File: config.mk
export PLATFORM = sky130hd
export DESIGN_NAME = dsvm_top
export DESIGN_NICKNAME = d
export VERILOG_FILES = /design/src/hdl/dsvm_pkg.sv /design/src/hdl/dsvm_top.sv
export VERILOG_INCLUDE_DIRS = /design/src /design/src/hdl
export SDC_FILE = /design/constraint.sdc
export NUM_CORES = 1
export LEC_CHECK = 0
export ABC_AREA = 1
export BUFFER_PORTS_ARGS = -buffer_cell sky130_fd_sc_hd__buf_2
export CAP_MARGIN = 20
export CORE_ASPECT_RATIO = 1.4
export CORE_MARGIN = 4
export CORE_UTILIZATION = 50
export DETAILED_ROUTE_END_ITERATION = 7
export GPL_ROUTABILITY_DRIVEN = 1
export PLACE_DENSITY = 0.69
export SYNTH_ARGS = -nofsm -noshare
export SYNTH_HDL_FRONTEND = slang
export SYNTH_SLANG_ARGS = --single-unit
File: constraint.sdc
create_clock -name clock -period 13.25 [get_ports clock]
set_clock_uncertainty 0.1 [all_clocks]
set_input_delay 1.325 -clock clock [delete_from_list [all_inputs] [get_ports clock]]
set_output_delay 1.325 -clock clock [all_outputs]
set_load 0.05 [all_outputs]
File: src/hdl/dsvm_defines.svh
// constants of the drive status and profile velocity block
`ifndef DSVM_DEFINES_SVH
`define DSVM_DEFINES_SVH

// object indices
`define DSVM_IDX_CONTROL   16'h6040
`define DSVM_IDX_STATUS    16'h6041
`define DSVM_IDX_MODE_REQ  16'h6060
`define DSVM_IDX_MODE_ACT  16'h6061
`define DSVM_IDX_VEL_ACT   16'h606c
`define DSVM_IDX_ACCEL     16'h6083
`define DSVM_IDX_DECEL     16'h6084
`define DSVM_IDX_TARGET    16'h60ff
`define DSVM_IDX_WARN      16'h2003

// status word bit positions
`define DSVM_SB_READY      0
`define DSVM_SB_SWON       1
`define DSVM_SB_OPEN       2
`define DSVM_SB_FAULT      3
`define DSVM_SB_HV         4
`define DSVM_SB_QS_N       5
`define DSVM_SB_SOD        6
`define DSVM_SB_WARN       7
`define DSVM_SB_REMOTE     9
`define DSVM_SB_TR         10
`define DSVM_SB_LIMIT      11
`define DSVM_SB_ZERO_SPD   12
`define DSVM_SB_SAFETY     14
`define DSVM_SB_DRV_FAULT  15

// control word halt bit
`define DSVM_CB_HALT       8

// mode codes
`define DSVM_MODE_NONE     8'h00
`define DSVM_MODE_ANALOG   8'h01
`define DSVM_MODE_PV       8'h03
`define DSVM_MODE_MAX      8'h0a

// reset values
`define DSVM_RST_CONTROL   16'h0100
`define DSVM_RST_MODE      8'h00
`define DSVM_RST_RATE      32'h0000_0000

// timing: ramp rates are per second
`define DSVM_CLK_PERIOD_NS 4
`define DSVM_NS_PER_S      1000000000
`define DSVM_CYC_PER_S     (`DSVM_NS_PER_S / `DSVM_CLK_PERIOD_NS)

`endif

File: src/hdl/dsvm_pkg.sv
// types of the drive status and profile velocity block
package dsvm_pkg;

	typedef enum logic [2:0] {
		ST_SELFTEST = 3'b001,
		ST_SOD      = 3'b010,
		ST_EXT      = 3'b100
	} dsvm_state_e;

	// power state reported by the control-word state machine
	typedef struct packed {
		logic ready;
		logic switched_on;
		logic op_enabled;
		logic fault;
		logic quick_stop_active;
		logic switch_on_disabled;
	} dsvm_pds_s;

	// object access request
	typedef struct packed {
		logic        req;
		logic        we;
		logic [15:0] index;
		logic [31:0] wdata;
	} dsvm_obj_req_s;

	// object access answer
	typedef struct packed {
		logic        ack;
		logic        err;
		logic [31:0] rdata;
	} dsvm_obj_rsp_s;

endpackage

File: src/hdl/dsvm_top.sv
// drive status word, operating mode objects and profile velocity ramp
`timescale 1ns/1ps
`include "dsvm_defines.svh"

module dsvm_top (
	// clock and reset
	input  wire logic                   clock,
	input  wire logic                   nrst,
	// object access from the network stack
	input  wire dsvm_pkg::dsvm_obj_req_s obj_in,
	output dsvm_pkg::dsvm_obj_rsp_s      obj_out,
	// power state machine
	input  wire logic                   selftest_done,
	input  wire logic                   leave_sod,
	input  wire dsvm_pkg::dsvm_pds_s     pds_in,
	// drive conditions
	input  wire logic                   hv_present,
	input  wire logic                   remote_in,
	input  wire logic                   limit_active,
	input  wire logic                   sto_active,
	input  wire logic [15:0]            warn_detail,
	// motion and status word
	output logic signed [31:0]          velocity_demand,
	output logic [15:0]                 status_word
);

	dsvm_pkg::dsvm_state_e state;
	dsvm_pkg::dsvm_state_e next_state;
	logic [15:0]        control;
	logic [7:0]         requested_mode;
	logic [7:0]         active_mode;
	logic signed [31:0] target_vel;
	logic [31:0]        accel;
	logic [31:0]        decel;
	logic [32:0]        ramp_acc;
	logic               tr_force;
	dsvm_pkg::dsvm_obj_rsp_s next_obj;

	function automatic logic usable_mode(input logic [7:0] code);
		usable_mode = (code == `DSVM_MODE_PV) || (code == `DSVM_MODE_ANALOG);
	endfunction

	// power state seen by this block
	wire in_selftest = (state == dsvm_pkg::ST_SELFTEST);
	wire in_sod      = (state == dsvm_pkg::ST_SOD);
	wire in_ext      = (state == dsvm_pkg::ST_EXT);
	wire op_enabled  = in_ext && pds_in.op_enabled;
	wire fault_now   = in_ext && pds_in.fault;
	wire halt_req    = control[`DSVM_CB_HALT];

	always_comb begin
		next_state = state;
		case (state)
			dsvm_pkg::ST_SELFTEST: if (selftest_done) next_state = dsvm_pkg::ST_SOD;
			dsvm_pkg::ST_SOD:      if (leave_sod) next_state = dsvm_pkg::ST_EXT;
			dsvm_pkg::ST_EXT:      if (pds_in.switch_on_disabled) next_state = dsvm_pkg::ST_SOD;
			default:               next_state = dsvm_pkg::ST_SELFTEST;
		endcase
	end

	always_ff @(posedge clock or negedge nrst) begin
		if (!nrst) begin
			state <= dsvm_pkg::ST_SELFTEST;
		end else begin
			state <= next_state;
		end
	end

	// object access decode
	wire acc    = obj_in.req && !in_selftest;
	wire wr     = acc && obj_in.we;
	wire rd     = acc && !obj_in.we;
	wire i_ctl  = (obj_in.index == `DSVM_IDX_CONTROL);
	wire i_stat = (obj_in.index == `DSVM_IDX_STATUS);
	wire i_mreq = (obj_in.index == `DSVM_IDX_MODE_REQ);
	wire i_mact = (obj_in.index == `DSVM_IDX_MODE_ACT);
	wire i_vact = (obj_in.index == `DSVM_IDX_VEL_ACT);
	wire i_acc  = (obj_in.index == `DSVM_IDX_ACCEL);
	wire i_dec  = (obj_in.index == `DSVM_IDX_DECEL);
	wire i_tgt  = (obj_in.index == `DSVM_IDX_TARGET);
	wire i_warn = (obj_in.index == `DSVM_IDX_WARN);
	wire i_known = i_ctl || i_stat || i_mreq || i_mact || i_vact || i_acc || i_dec || i_tgt || i_warn;
	wire i_ro    = i_stat || i_mact || i_vact || i_warn;
	wire bad_mode = i_mreq && !usable_mode(obj_in.wdata[7:0]);
	wire wr_ok   = wr && i_known && !i_ro && !bad_mode;
	wire wr_tgt  = wr_ok && i_tgt;

	// mode acceptance: in operation enabled a change waits for halt
	wire mode_pending = (requested_mode != active_mode) && usable_mode(requested_mode);
	wire mode_accept  = mode_pending && (!op_enabled || halt_req);
	wire mode_change  = mode_accept;

	always_ff @(posedge clock or negedge nrst) begin
		if (!nrst) begin
			control        <= `DSVM_RST_CONTROL;
			requested_mode <= `DSVM_RST_MODE;
			accel          <= `DSVM_RST_RATE;
			decel          <= `DSVM_RST_RATE;
			target_vel     <= '0;
		end else begin
			if (wr_ok && i_ctl) control <= obj_in.wdata[15:0];
			if (wr_ok && i_mreq) requested_mode <= obj_in.wdata[7:0];
			if (wr_ok && i_acc) accel <= obj_in.wdata;
			if (wr_ok && i_dec) decel <= obj_in.wdata;
			if (wr_tgt) target_vel <= signed'(obj_in.wdata);
		end
	end

	always_ff @(posedge clock or negedge nrst) begin
		if (!nrst) begin
			active_mode <= `DSVM_MODE_NONE;
		end else if (mode_accept) begin
			active_mode <= requested_mode;
		end
	end

	// profile velocity ramp
	wire pv_run = op_enabled && (active_mode == `DSVM_MODE_PV);
	wire stop_req = halt_req || pds_in.quick_stop_active || (target_vel == 32'sh0);
	wire signed [31:0] goal = (pv_run && !stop_req) ? target_vel : 32'sh0;
	wire at_goal = (velocity_demand == goal);
	wire going_up = goal > velocity_demand;
	wire away = going_up ? (velocity_demand >= 32'sh0) : (velocity_demand <= 32'sh0);
	wire [31:0] rate = away ? accel : decel;
	wire [32:0] acc_sum = ramp_acc + {1'b0, rate};
	wire step = acc_sum >= 33'(`DSVM_CYC_PER_S);

	always_ff @(posedge clock or negedge nrst) begin
		if (!nrst) begin
			velocity_demand <= '0;
			ramp_acc        <= '0;
		end else if (fault_now || !op_enabled) begin
			velocity_demand <= '0;
			ramp_acc        <= '0;
		end else if (at_goal) begin
			ramp_acc <= '0;
		end else if (step) begin
			velocity_demand <= going_up ? velocity_demand + 32'sd1 : velocity_demand - 32'sd1;
			ramp_acc        <= acc_sum - 33'(`DSVM_CYC_PER_S);
		end else begin
			ramp_acc <= acc_sum;
		end
	end

	// target reached: forced after a mode change until the next target write
	always_ff @(posedge clock or negedge nrst) begin
		if (!nrst) begin
			tr_force <= 1'b0;
		end else if (mode_change) begin
			tr_force <= 1'b1;
		end else if (wr_tgt) begin
			tr_force <= 1'b0;
		end
	end

	wire tr_flag = tr_force || (velocity_demand == target_vel);

	// status word assembly
	logic [15:0] next_status;
	always_comb begin
		next_status = 16'h0000;
		if (in_sod) begin
			next_status[`DSVM_SB_SOD] = 1'b1;
			next_status[`DSVM_SB_QS_N] = 1'b1;
		end
		if (in_ext) begin
			next_status[`DSVM_SB_READY] = pds_in.ready;
			next_status[`DSVM_SB_SWON]  = pds_in.switched_on;
			next_status[`DSVM_SB_OPEN]  = pds_in.op_enabled;
			next_status[`DSVM_SB_FAULT] = pds_in.fault;
			next_status[`DSVM_SB_SOD]   = pds_in.switch_on_disabled;
			next_status[`DSVM_SB_QS_N]  = !pds_in.quick_stop_active;
			next_status[`DSVM_SB_DRV_FAULT] = pds_in.fault;
		end
		if (!in_selftest) begin
			next_status[`DSVM_SB_HV]       = hv_present;
			next_status[`DSVM_SB_WARN]     = |warn_detail;
			next_status[`DSVM_SB_REMOTE]   = remote_in;
			next_status[`DSVM_SB_TR]       = tr_flag;
			next_status[`DSVM_SB_LIMIT]    = limit_active;
			next_status[`DSVM_SB_ZERO_SPD] = (velocity_demand == 32'sh0);
			next_status[`DSVM_SB_SAFETY]   = sto_active;
		end
	end

	always_ff @(posedge clock or negedge nrst) begin
		if (!nrst) begin
			status_word <= 16'h0000;
		end else begin
			status_word <= next_status;
		end
	end

	// read data and answer
	logic [31:0] rd_mux;
	always_comb begin
		rd_mux = 32'h0000_0000;
		if (i_ctl) begin
			rd_mux = {16'h0000, control};
		end else if (i_stat) begin
			rd_mux = {16'h0000, next_status};
		end else if (i_mreq) begin
			rd_mux = {24'h000000, requested_mode};
		end else if (i_mact) begin
			rd_mux = {{24{active_mode[7]}}, active_mode};
		end else if (i_vact) begin
			rd_mux = velocity_demand;
		end else if (i_acc) begin
			rd_mux = accel;
		end else if (i_dec) begin
			rd_mux = decel;
		end else if (i_tgt) begin
			rd_mux = target_vel;
		end else if (i_warn) begin
			rd_mux = {16'h0000, warn_detail};
		end
	end

	always_comb begin
		next_obj.ack   = acc;
		next_obj.err   = acc && (!i_known || (obj_in.we && (i_ro || bad_mode)));
		next_obj.rdata = (rd && i_known) ? rd_mux : 32'h0000_0000;
	end

	always_ff @(posedge clock or negedge nrst) begin
		if (!nrst) begin
			obj_out <= '0;
		end else begin
			obj_out <= next_obj;
		end
	end

endmodule

**Word-level counts from Yosys, hierarchy flattened**

Index checks and enable logic that the tools add are counted.

- Add/sub/neg operators: 4
- Magnitude comparators: 4
- Eq/ne operators: 24
- Multiplexer cells: 34
- Reductions and logical operators: 57

Operators with widths:

| kind | number |
|---|---|
| 2-to-1 mux 32 bit | 15 |
| == test 16 x 15 -> 1 bit (second input constant) | 8 |
| 2-to-1 mux 33 bit | 3 |
| == test 32 bit | 2 |
| logical NOT 32 bit | 2 |
| adder 33 x 32 -> 33 bit | 1 |
| >= comparator 33 x 28 -> 1 bit (second input constant) | 1 |
| subtractor 33 x 28 -> 33 bit (second input constant) | 1 |
| adder 32 x 2 -> 32 bit (second input constant) | 1 |
| >= comparator 32 x 1 -> 1 bit (second input constant) | 1 |
| > comparator 32 bit | 1 |
| <= comparator 32 x 1 -> 1 bit (second input constant) | 1 |
| subtractor 32 x 2 -> 32 bit (second input constant) | 1 |
| == test 8 x 2 -> 1 bit (second input constant) | 3 |
| logical AND 1 bit | 21 |
| logical OR 1 bit | 20 |
| == test 16 x 14 -> 1 bit (second input constant) | 1 |
| == test 8 x 1 -> 1 bit (second input constant) | 2 |
| 2-to-1 mux 16 bit | 1 |
| OR reduction 16 bit | 1 |
| logical NOT 1 bit | 9 |
| 2-to-1 mux 3 bit | 3 |
| one-hot mux 3 bit (3 select lines) | 1 |
| 2-to-1 mux 4 bit | 2 |
| 11 further kinds | 21 |

- Bits in registers: 245
- Input port bits: 80
- Output and inout bits: 82
- Logic and storage cells: 137

**Logic depth before layout (Yosys ltp)**

Gate-level depths: netlist of run 1.

- Depth in word-level cells: 15
- Mapped depth: 51
- Mapped depth without buffers: 48

**Least setup slack after synthesis of run 1**

No wires, ideal clock.

- Kind: input -> register
- Start point: in pds_in[3] (netlist bit)
- End point: reg velocity_demand[16]
- Arrival: 7.258 ns
- Slack: 5.772 ns
- Stages on the path: 45
- Cells stage by stage: nand2_1 > inv_1 > nand3_1 > nor2_1 > inv_1 > clkbuf_1 > nor2_1 > ha_1 > nand4_1 > inv_1 > nand4_1 > nor4_1 > nand2_1 > nand3_1 > nand3_1 > nand2_1 > nand3_1 > clkbuf_1 > [... 9 more ...] > or2_2 > nand2_1 > ha_1 > inv_1 > nand2_1 > nand2_1 > nand2_1 > nand2_1 > nand2_1 > inv_2 > nand3_2 > inv_2 > nor2_4 > nand3_2 > nand2_2 > buf_4 > nand2_1 > nand2_1

- Word-level cells in the longest chain between the ends: 11

RTL lines:

| element | line | RTL |
|---|---|---|
| start, declared | dsvm_top.sv:15 | `input wire dsvm_pkg::dsvm_pds_s pds_in,` |
| logical AND 1 bit * | dsvm_top.sv:47 | `wire op_enabled = in_ext && pds_in.op_enabled;` |
| logical AND 1 bit | dsvm_top.sv:118 | `` wire pv_run = op_enabled && (active_mode == `DSVM_MODE_PV); `` |
| logical AND 1 bit | dsvm_top.sv:120 | `wire signed [31:0] goal = (pv_run && !stop_req) ? target_vel : 32'sh0;` |
| 2-to-1 mux 32 bit | dsvm_top.sv:120 |  |
| > comparator 32 bit | dsvm_top.sv:122 | `wire going_up = goal > velocity_demand;` |
| 2-to-1 mux 1 bit | dsvm_top.sv:123 | `wire away = going_up ? (velocity_demand >= 32'sh0) : (velocity_demand <= 32'sh0);` |
| 2-to-1 mux 32 bit | dsvm_top.sv:124 | `wire [31:0] rate = away ? accel : decel;` |
| adder 33 x 32 -> 33 bit | dsvm_top.sv:125 | `wire [32:0] acc_sum = ramp_acc + {1'b0, rate};` |
| >= comparator 33 x 28 -> 1 bit | dsvm_top.sv:126 | `` wire step = acc_sum >= 33'(`DSVM_CYC_PER_S); `` |
| nonzero test 2 bit (no line) | n/a |  |
| AND reduction 2 bit (no line) | n/a |  |
| end signal, assigned | dsvm_top.sv:138 | `velocity_demand <= going_up ? velocity_demand + 32'sd1 : velocity_demand - 32'sd1;` |
| end, declared | dsvm_top.sv:23 | `output logic signed [31:0] velocity_demand,` |

Every way passes the cells marked *; elsewhere a longest branch is shown, timed or not. The select of a mux whose other input is x is not followed.
A chain may end at the register's enable or synchronous reset.

**Worst setup path after layout of run 1**

- Start point: reg target_vel[28]
- End point: reg velocity_demand[20]

- Word-level cells in the longest chain between the ends: 12

RTL lines:

| element | line | RTL |
|---|---|---|
| start, declared | dsvm_top.sv:32 | `logic signed [31:0] target_vel;` |
| start signal, assigned | dsvm_top.sv:105 | `if (wr_tgt) target_vel <= signed'(obj_in.wdata);` |
| logical NOT 32 bit | dsvm_top.sv:119 | `wire stop_req = halt_req \|\| pds_in.quick_stop_active \|\| (target_vel == 32'sh0);` |
| logical OR 1 bit | dsvm_top.sv:119 |  |
| logical NOT 1 bit | dsvm_top.sv:120 |  |
| logical AND 1 bit | dsvm_top.sv:120 |  |
| 2-to-1 mux 32 bit * | dsvm_top.sv:120 |  |
| > comparator 32 bit | dsvm_top.sv:122 |  |
| 2-to-1 mux 1 bit | dsvm_top.sv:123 |  |
| 2-to-1 mux 32 bit | dsvm_top.sv:124 |  |
| adder 33 x 32 -> 33 bit | dsvm_top.sv:125 |  |
| >= comparator 33 x 28 -> 1 bit | dsvm_top.sv:126 |  |
| nonzero test 2 bit (no line) | n/a |  |
| AND reduction 2 bit (no line) | n/a |  |

Marked as above.

==> impl_metrics.tcl, run 1 <==
set metrics [dict create \
    outcome "finished clean" \
    port-buffer-count 159 \
    synth.ff_latch_count 244 \
    cts.repair_timing.setup_buffer_count 0 \
    die_h_um 232 \
    final.setup.worst_slack_ns 3.73 \
    number_of_global_route_vias_before_repair 17751 \
    vdd_drop_max_v 0.000116 \
    layout.filler_cells 3526 \
    hold_path.class "reg -> reg" \
    yosys-top-cells-count "sky130_fd_sc_hd__nand2_1 (786), sky130_fd_sc_hd__inv_1 (393), sky130_fd_sc_hd__o21ai_0 (244), sky130_fd_sc_hd__dfrtp_1 (242), sky130_fd_sc_hd__nor2_1 (236)" \
    worstMarginPinSlew_ns 0.946 \
    ys.warnings.count 0 \
    critical_path.startpoint "target_vel[28]$_DFFE_PN0P_" \
    routed_wirelength_um 61300 \
    bufs_and_invs_on_worst_path 9 \
    floorplan.initialDensity_pct 50.9 \
    dominantRegCellSynth "sky130_fd_sc_hd__dfrtp_1" \
    setup.worst_path.end_class "flop" \
    start_kind "flop" \
    total_leakage_power_nw 10.4 \
    slowest_library_cell_on_the_worst_path "sky130_fd_sc_hd__inv_1" \
    synth_seq_area_share_pct 34.2 \
    min_period_ns 9.52 \
    ioPinCount 162 \
    dieArea_um2 38800 \
    postSynthAreaPerCell_um2 6.71 \
    grt_util_all_layers_pct 30.5 \
    vias 18218 \
    yosys.cell_count.top_type "sky130_fd_sc_hd__nand2_1" \
    yosys-top-cells-area "sky130_fd_sc_hd__dfrtp_1 (34%), sky130_fd_sc_hd__nand2_1 (17%), sky130_fd_sc_hd__inv_1 (8.3%), sky130_fd_sc_hd__o21ai_0 (6.8%), sky130_fd_sc_hd__ha_1 (6.7%)" \
    synth_async_sr_flop_share_pct 100 \
    timing.rr.start "target_vel[28]$_DFFE_PN0P_" \
    setup_total_negative_slack_ns 0 \
    final-instance-count-excl-fill 3263 \
    starting_drt_drc_count 1466 \
    n_antenna_cell 0 \
    power.share.switching_pct 38.0 \
    p_int_mw 1.41 \
    synth_top_area_cell "sky130_fd_sc_hd__dfrtp_1" \
    synth_edf_count 0 \
    cts_tree "built" \
    power_frac_comb_pct 33.8 \
    crit_top_cell "sky130_fd_sc_hd__nand2_1" \
    ctsResizeCount 0 \
    data_required_time_at_the_worst_endpoint_ns 13.64 \
    setup-violations-final 0 \
    setup.worst_path.class "reg -> reg" \
    syn-instance-count 2661 \
    timing.max_slew.rel_slack_pct 36.9 \
    grt_setup_unrepaired "no" \
    dpl.cell_count 3217 \
    synth_top_cell_area_share_pct 33.9 \
    crit_cells 40 \
    power.total_mw 2.27 \
    timing.critical_path.fanout_max 64 \
    core_area_um2 35100 \
    switchingPower_uw 863 \
    unique_masters_post_synth 55 \
    clkSlewWorstSetupHoldPaths_ns 0.06 \
    root_buffer "sky130_fd_sc_hd__clkbuf_16" \
    clock_sink_count 244 \
    worst_setup_path_endpoint "velocity_demand[20]$_DFFE_PN0P_" \
    arrival_ns 9.91 \
    grt_antenna_before_repair 0 \
    grt_first_pass_wirelength_um 94400 \
    drt_pass_1_iters 6 \
    final_layout_size_suffix_gt1_share_pct 9.76 \
    route.detailed.drc 0 \
    htree_num_levels 1 \
    pre_cts_slack_ns 3.28 \
    regToRegEndpoint "velocity_demand[20]$_DFFE_PN0P_" \
    max_fclk_ghz 0.105 \
    cap_viol_max_count 0 \
    crit_family "simple AND/OR/NAND/NOR gates" \
    clock_power_share_pct 31.8 \
    total_grt_overflow 0 \
    final_nets 2967 \
    detailed_route_wire_length_per_cell_um 18.8 \
    final_min_period_over_clock_period_pct 71.9 \
    clock_latency_ns 0.54 \
    timing.final.max_slew_violations 0 \
    area_growth_pct 11.4 \
    seq_power_share_pct 34.3 \
    report.final.hold_viol_count 0 \
    reg2reg_path_depth 40 \
    rows 81 \
    power.density_cell_area_nw_per_um2 114 \
    worst-r2r-setup-slack_ns 3.73 \
    detail_route.vias_per_cell 5.58 \
    die_width_um 168 \
    ctsHoldBuffers 0 \
    syn-cell-area_um2 17800 \
    largest_net_degree_at_the_start_of_global_routing 103 \
    placed_cell_area_um2 19000 \
    crit_path_max_incr_delay_ns 0.68 \
    post-dp-hpwl_um 48500 \
    finish.instance_area_um2 19900 \
    clock_path_buffers 3 \
    final_antenna_net_count 0 \
    numCtsBuffers 24 \
    finalWeightedCongestion 1.06 \
]
per-layer routing:
| metal | wire length (um) | vias up | track usage (%) | share of wire [%] |
|---|---|---|---|---|
| met2 | 30900 | 686 | 54.5 | 50 |
| li1 | - | 8846 | - | - |
| met3 | 3600 | 179 | 2.63 | 5.9 |
| met1 | 23300 | 8507 | 36.7 | 38 |
| met5 | 0 | - | 0 | 0 |
| met4 | 3480 | 0 | 15.6 | 5.7 |
sequential cells by signal, summed over array words and instances (netlist names):
name,cells
active_mode,8
ramp_acc,33
velocity_demand,32
target_vel,32
requested_mode,8
control,16
decel,32
accel,32
tr_force,1
state,3
obj_out,34
status_word,13
worst min path at each step:
stage	startpoint	endpoint	slack [ns]	depth (start not counted)
floorplan	tr_force$_DFFE_PN0P_	tr_force$_DFFE_PN0P_	0.34	2
global placement	tr_force$_DFFE_PN0P_	tr_force$_DFFE_PN0P_	0.35	2
detailed placement	tr_force$_DFFE_PN0P_	tr_force$_DFFE_PN0P_	0.37	2
CTS	tr_force$_DFFE_PN0P_	tr_force$_DFFE_PN0P_	0.38	2
global route	decel[9]$_DFFE_PN0P_	decel[9]$_DFFE_PN0P_	0.40	2
finish	tr_force$_DFFE_PN0P_	tr_force$_DFFE_PN0P_	0.37	2
stage by stage:
step           util, %  hold WS [ns]
3_3_place_gp      54.2         0.354
5_1_grt           56.7         0.405
2_1_floorplan        -         0.342
6_report          56.7         0.375
4_1_cts           56.5         0.383
3_5_place_dp      54.2         0.368
power by group through the flow:
stage / Clock [mW] / Sequential [mW] / Combinational (mW)
after floorplan: 0 / 0.852 / 0.492
after global placement: 0 / 0.792 / 0.756
after detailed placement: 0 / 0.794 / 0.766
after CTS: 0.732 / 0.780 / 0.769
after global routing: 0.761 / 0.782 / 0.860
final: 0.723 / 0.780 / 0.768
cells by family after synthesis:
kind of cell,Yosys count,share of synthesized area (%)
multiplexers,1,0.0631
flip-flops,244,34.2
XOR/XNOR,63,3.18
buffers and inverters,485,10.6
AND/OR/NAND/NOR,1284,30.3
AO/OA/AOI/OAI,486,14.8
other,1,0.0210
adder cells (fa/ha/maj),97,6.89
worst reg2reg max path, delay by kind of cell, from the launching register on:
kind / cells / cell delay (ns)
fa+ha+maj: 3 / 1.10
xor+xnor: 1 / 0.46
simple gates: 25 / 4.44
buf+inv: 9 / 2.48
flops: 1 / 0.46
compound gates: 2 / 0.44
layout by cell type, fill, tap and decap left out, types with 7 or more instances in the layout:
cell type	Yosys	final
sky130_fd_sc_hd__a21oi_1	128	128
sky130_fd_sc_hd__a221oi_1	10	10
sky130_fd_sc_hd__a31oi_1	23	23
sky130_fd_sc_hd__buf_2	14	158
sky130_fd_sc_hd__buf_4	6	14
sky130_fd_sc_hd__clkbuf_16	0	24
sky130_fd_sc_hd__clkinv_1	7	7
sky130_fd_sc_hd__dfrtp_1	242	242
sky130_fd_sc_hd__ha_1	95	95
sky130_fd_sc_hd__inv_1	393	393
sky130_fd_sc_hd__inv_2	11	11
sky130_fd_sc_hd__nand2_1	786	785
sky130_fd_sc_hd__nand2_2	14	15
sky130_fd_sc_hd__nand3_1	111	110
sky130_fd_sc_hd__nand4_1	50	50
sky130_fd_sc_hd__nor2_1	236	236
sky130_fd_sc_hd__nor2_2	10	10
sky130_fd_sc_hd__nor3_1	26	26
sky130_fd_sc_hd__nor4_1	28	28
sky130_fd_sc_hd__o211ai_1	17	17
sky130_fd_sc_hd__o21ai_0	244	244
sky130_fd_sc_hd__o21ai_1	29	29
sky130_fd_sc_hd__o221ai_1	8	8
sky130_fd_sc_hd__xnor2_1	18	18
sky130_fd_sc_hd__xor2_1	43	43
area by class of cell:
class | instances | area, um^2 | area share (%)
repair buffers | 176 | 971 | 4.88
well taps | 456 | 571 | 2.87
clock inverters | 7 | 124 | 0.623
inverters | 411 | 1540 | 7.76
clock buffers | 36 | 706 | 3.55
flip-flops and latches | 244 | 6110 | 30.7
multi-input cells | 1933 | 9860 | 49.6
Power figures use the tool's default switching activity.
==> inputs of run 2 (changes only) <==
--- a/config.mk
+++ b/config.mk
@@ -14,7 +14,7 @@
 export CORE_UTILIZATION = 50
 export DETAILED_ROUTE_END_ITERATION = 7
 export GPL_ROUTABILITY_DRIVEN = 1
-export PLACE_DENSITY = 0.69
+export PLACE_DENSITY = 0.72
 export SYNTH_ARGS = -nofsm -noshare
 export SYNTH_HDL_FRONTEND = slang
 export SYNTH_SLANG_ARGS = --single-unit
==> constraint.sdc (replaced) <==
create_clock -name clock -period 8.7 [get_ports clock]
set_clock_uncertainty 0.1 [all_clocks]
set_input_delay 0.87 -clock clock [delete_from_list [all_inputs] [get_ports clock]]
set_output_delay 0.87 -clock clock [all_outputs]
set_load 0.05 [all_outputs]
==> run 2 against run 1 <==
Net effect:
- clock-buffer cell count increased by 1
- final area increased by 0.35%
- non-clock buffer count increased by 6
- first-iteration DRC count increased by 1.8%
- setup slack got worse by 3.0 ns
- critical path depth decreased by 4
- clock power increased by 51%
- sequential cell count unchanged
- hold slack got worse by 0.16 ns
- utilization increased by 0.20 points
- global-route usage decreased by 0.45 points
- fmax increased by 19%
- largest power group unchanged
==> impl_metrics.tcl, run 2 (same netlist as run 1, synthesis figures left out) <==
set metrics [dict create \
    final_min_period_over_clock_period_pct 91.8 \
    start_kind "flop" \
    worstMarginPinSlew_ns 0.914 \
    timing.final.max_slew_violations 0 \
    grt_setup_unrepaired "no" \
    max_fclk_ghz 0.125 \
    n_antenna_cell 0 \
    ctsHoldBuffers 0 \
    crit_path_max_incr_delay_ns 0.47 \
    die_width_um 168 \
    largest_reg_flops 34 \
    reg2reg_path_depth 36 \
    final_antenna_net_count 0 \
    placed_cell_area_um2 19000 \
    final_layout_size_suffix_gt1_share_pct 10.1 \
    dpl.cell_count 3222 \
    vias 18334 \
    cap_viol_max_count 0 \
    dieArea_um2 38800 \
    regToRegEndpoint "ramp_acc[26]$_DFF_PN0_" \
    total_leakage_power_nw 10.4 \
    hold_path.class "in -> async" \
    setup-violations-final 0 \
    detail_route.vias_per_cell 5.60 \
    crit_top_cell "sky130_fd_sc_hd__nand2_1" \
    port-buffer-count 159 \
    number_of_global_route_vias_before_repair 17997 \
    clock_latency_ns 0.55 \
    final-instance-count-excl-fill 3272 \
    largest_net_degree_at_the_start_of_global_routing 90 \
    detailed_route_wire_length_per_cell_um 18.5 \
    cts.repair_timing.setup_buffer_count 0 \
    rows 81 \
    ioPinCount 162 \
    final_cell_mix "sky130_fd_sc_hd__nand2_1 (785), sky130_fd_sc_hd__inv_1 (393), sky130_fd_sc_hd__o21ai_0 (244)" \
    outcome "finished clean" \
    starting_drt_drc_count 1493 \
    htree_num_levels 1 \
    final.setup.worst_slack_ns 0.709 \
    min_period_ns 7.99 \
    die_h_um 232 \
    slowest_library_cell_on_the_worst_path "sky130_fd_sc_hd__dfrtp_1" \
    grt_util_all_layers_pct 30.1 \
    clock_path_buffers 3 \
    data_required_time_at_the_worst_endpoint_ns 9.05 \
    core_area_um2 35100 \
    finalWeightedCongestion 0.964 \
    worst-r2r-setup-slack_ns 0.71 \
    total_grt_overflow 0 \
    grt_antenna_before_repair 0 \
    pre_cts_slack_ns 0.772 \
    cts_tree "built" \
    drt_pass_1_iters 6 \
    setup_total_negative_slack_ns 0 \
    power.density_cell_area_nw_per_um2 172 \
    final_nets 2974 \
    area_growth_pct 11.8 \
    grt_first_pass_wirelength_um 93800 \
    post-dp-hpwl_um 47200 \
    layout.filler_cells 3468 \
    layout_commonest_cell "sky130_fd_sc_hd__nand2_1" \
    timing.rr.start "target_vel[28]$_DFFE_PN0P_" \
    finish.instance_area_um2 20000 \
    timing.critical_path.fanout_max 64 \
    floorplan.initialDensity_pct 50.9 \
    setup.worst_path.end_class "flop" \
    clock_sink_count 244 \
    arrival_ns 8.34 \
    vdd_drop_max_v 0.000215 \
    largest_registers "obj_out: 34 flops, ramp_acc: 33 flops" \
    root_buffer "sky130_fd_sc_hd__clkbuf_16" \
    routed_wirelength_um 60400 \
    final_core_util_pct 56.9 \
    report.final.hold_viol_count 0 \
    critical_path.startpoint "target_vel[28]$_DFFE_PN0P_" \
    numCtsBuffers 25 \
    max_flop_register "obj_out" \
    clkSlewWorstSetupHoldPaths_ns 0.07 \
    setup.worst_path.class "reg -> reg" \
    timing.max_slew.rel_slack_pct 38.9 \
    route.detailed.drc 0 \
]
[run 2: worst max-delay path: cells and delay by family, from the launching register on]
kind            cells  cell delay, ns
compound gates      1            0.21
buf+inv             5            1.30
simple gates       28            5.05
fa+ha+maj           2            0.72
flops               1            0.47
[run 2: metal layers]
| layer | track usage [%] | up-vias | wire length (um) |
|---|---|---|---|
| met5 | 0 | - | 0 |
| met4 | 14.7 | 0 | 3090 |
| met3 | 3.74 | 180 | 3930 |
| met2 | 53.3 | 717 | 30200 |
| met1 | 36.0 | 8571 | 23100 |
| li1 | - | 8866 | - |
[run 2: worst max path at each step]
stage,endpoint
2_1_floorplan,velocity_demand[16]$_DFFE_PN0P_
3_3_place_gp,ramp_acc[26]$_DFF_PN0_
3_5_place_dp,ramp_acc[26]$_DFF_PN0_
4_1_cts,ramp_acc[26]$_DFF_PN0_
5_1_grt,ramp_acc[26]$_DFF_PN0_
6_report,ramp_acc[26]$_DFF_PN0_
[run 2: metrics by stage]
step / power, mW / hold slack (ns)
after detailed placement: 2.36 / 0.368
after global placement: 2.34 / 0.356
after floorplan: 2.05 / 0.342
final: 3.44 / 0.220
after CTS: 3.45 / 0.254
after global routing: 3.63 / 0.274
[run 2: repair_timing]
action	CTS	global route
gates resized for setup	0	1
setup endpoints to repair	0	1
hold endpoints to repair	0	0
[run 2: area by class of cell]
type	instances	area (um^2)	area share [%]
Multi-Input combinational cell	1933	9870	49.5
Sequential cell	244	6110	30.6
Inverter	411	1540	7.73
Timing Repair Buffer	182	1050	5.25
Clock buffer	37	731	3.66
Tap cell	456	571	2.86
Clock inverter	9	85.1	0.426
[run 2: where the power goes]
| group | total [mW] | switching [mW] | internal, mW |
|---|---|---|---|
| registers | 1.19 | 0.0173 | 1.17 |
| clock network | 1.09 | 0.472 | 0.615 |
| logic | 1.17 | 0.831 | 0.336 |
| total | 3.44 | 1.32 | 2.12 |
==> inputs of run 3 (changes only) <==
--- a/config.mk
+++ b/config.mk
@@ -12,6 +12,7 @@
 export CORE_ASPECT_RATIO = 1.4
 export CORE_MARGIN = 4
 export CORE_UTILIZATION = 50
+export CTS_BUF_LIST = sky130_fd_sc_hd__clkbuf_16
 export DETAILED_ROUTE_END_ITERATION = 7
 export GPL_ROUTABILITY_DRIVEN = 1
 export PLACE_DENSITY = 0.72
==> run 3 against run 2 <==
Net effect:
- utilization down 0.17 points
- die area stayed put
- first-iteration DRC count down 1.3%
- global-route usage is essentially flat
- via count shrank 0.32%
- combinational power about the same
- final cell count stayed put
- critical endpoint unchanged
- largest cell class unchanged
- largest power group unchanged
==> impl_metrics.tcl, run 3 (same netlist as run 1, synthesis figures left out) <==
set metrics [dict create \
    outcome "finished clean" \
    worst_hold_slack_ns 0.216 \
    htree_num_levels 1 \
    detail_route.vias_per_cell 5.59 \
    vias 18276 \
    power_frac_comb_pct 34.6 \
    clock_latency_ns 0.55 \
    n_antenna_cell 0 \
    min_period_ns 8.00 \
    cap_viol_max_count 0 \
    largest_registers "obj_out: 34 flops, ramp_acc: 33 flops" \
    area_growth_pct 11.5 \
    die_h_um 232 \
    port-buffer-count 159 \
    grt_setup_unrepaired "no" \
    post-dp-hpwl_um 47200 \
    numCtsBuffers 25 \
    max_flop_register "obj_out" \
    total_leakage_power_nw 10.4 \
    placed_cell_area_um2 19000 \
    hold_path.class "in -> async" \
    final_layout_size_suffix_gt1_share_pct 9.87 \
    clock_sink_count 244 \
    cts_tree "built" \
    floorplan.initialDensity_pct 50.9 \
    root_buffer "sky130_fd_sc_hd__clkbuf_16" \
    total_grt_overflow 0 \
    final_cell_mix "sky130_fd_sc_hd__nand2_1 (785), sky130_fd_sc_hd__inv_1 (399), sky130_fd_sc_hd__o21ai_0 (244)" \
    setup-violations-final 0 \
    drt_pass_1_iters 6 \
    dieArea_um2 38800 \
    ctsHoldBuffers 0 \
    power.density_cell_area_nw_per_um2 170 \
    largest_net_degree_at_the_start_of_global_routing 90 \
    seq_power_share_pct 35.1 \
    slowest_library_cell_on_the_worst_path "sky130_fd_sc_hd__dfrtp_1" \
    starting_drt_drc_count 1474 \
    timing.final.max_slew_violations 0 \
    route.detailed.drc 0 \
    die_width_um 168 \
    setup.worst_path.class "reg -> reg" \
    start_kind "flop" \
    setup_total_negative_slack_ns 0 \
    vdd_drop_max_v 0.000215 \
    final_nets 2974 \
    final-instance-count-excl-fill 3272 \
    layout_commonest_cell "sky130_fd_sc_hd__nand2_1" \
    report.final.hold_viol_count 0 \
    setup.worst_path.end_class "flop" \
    final_core_util_pct 56.7 \
    largest_reg_flops 34 \
    critical_path.startpoint "target_vel[28]$_DFFE_PN0P_" \
    switchingPower_mw 1.32 \
    timing.rr.start "target_vel[28]$_DFFE_PN0P_" \
    clkSlewWorstSetupHoldPaths_ns 0.07 \
    finalWeightedCongestion 0.964 \
    timing.critical_path.fanout_max 64 \
    grt_first_pass_wirelength_um 93900 \
    rows 81 \
    dpl.cell_count 3222 \
    worstMarginPinSlew_ns 0.900 \
    crit_top_cell "sky130_fd_sc_hd__nand2_1" \
    detailed_route_wire_length_per_cell_um 18.4 \
    crit_path_max_incr_delay_ns 0.47 \
    p_int_mw 2.06 \
    number_of_global_route_vias_before_repair 17982 \
    final_min_period_over_clock_period_pct 91.9 \
    routed_wirelength_um 60300 \
    grt_antenna_before_repair 0 \
    core_area_um2 35100 \
    arrival_ns 8.35 \
    power.share.switching_pct 39.1 \
    finish.instance_area_um2 19900 \
    clock_path_buffers 3 \
    clock_power_share_pct 30.3 \
    data_required_time_at_the_worst_endpoint_ns 9.05 \
    max_fclk_ghz 0.125 \
    layout.filler_cells 3486 \
    timing.max_slew.rel_slack_pct 39.8 \
    final_antenna_net_count 0 \
    ioPinCount 162 \
    grt_util_all_layers_pct 30.0 \
]
-- run 3: cell count changes in the layout (fill, tap and decap cells not counted) --
cell,delta
sky130_fd_sc_hd__clkinv_1,+6
sky130_fd_sc_hd__clkbuf_8,-6
sky130_fd_sc_hd__clkbuf_1,-6
sky130_fd_sc_hd__inv_1,+6
-- run 3: area by class of cell --
cell class	count	area [um^2]	area share [%]
Inverter	411	1540	7.75
Clock inverter	21	130	0.654
Sequential cell	244	6110	30.7
Clock buffer	25	626	3.14
Multi-Input combinational cell	1933	9870	49.6
Timing Repair Buffer	182	1050	5.27
Tap cell	456	571	2.87
-- run 3: power groups by stage --
stage	logic [mW]	clock network (mW)	registers (mW)
after floorplan	0.749	0	1.30
after global placement	1.13	0	1.21
after detailed placement	1.15	0	1.21
after CTS	1.16	1.04	1.19
after global routing	1.29	1.09	1.19
final	1.17	1.03	1.19
-- run 3: repair_timing --
action,4_1_cts,5_1_grt
buffers inserted,0,0
gates resized for setup,0,1
setup endpoints to repair,0,1
-- run 3: path summary, 6_finish.rpt --
path                                                to  slack, ns  cells after the start
min in group clock                tr_force$_DFFE_PN0P_       0.38                      2
max in group asynchronous        decel[20]$_DFFE_PN0P_       6.87                      2
worst max register to register  ramp_acc[26]$_DFF_PN0_       0.70                     36
worst max-delay path            ramp_acc[26]$_DFF_PN0_       0.70                     36
worst min register to register    tr_force$_DFFE_PN0P_       0.38                      2
worst min-delay path             ramp_acc[1]$_DFF_PN0_       0.22                      1
-- run 3: through the flow --
stage / power, mW / worst slack, ns
after floorplan: 2.05 / 1.68
after global placement: 2.34 / 0.913
after detailed placement: 2.36 / 0.772
after CTS: 3.38 / 0.837
after global routing: 3.57 / 0.146
final: 3.38 / 0.703
-- run 3: per-layer routing --
layer  global-route usage (%)  wire length, um  vias up
met2                     53.0            30300      699
met4                     15.0             3080        0
met3                     3.58             3800      169
met5                        0                0        -
li1                         -                -     8857
met1                     36.1            23200     8551
-- run 3: worst max-delay path, delay by kind of cell (launching register included) --
| kind | cells | cell delay [ns] |
|---|---|---|
| buffers and inverters | 5 | 1.29 |
| AO/OA/AOI/OAI | 1 | 0.21 |
| adder cells (fa/ha/maj) | 2 | 0.73 |
| AND/OR/NAND/NOR | 28 | 5.09 |
| flip-flops | 1 | 0.47 |
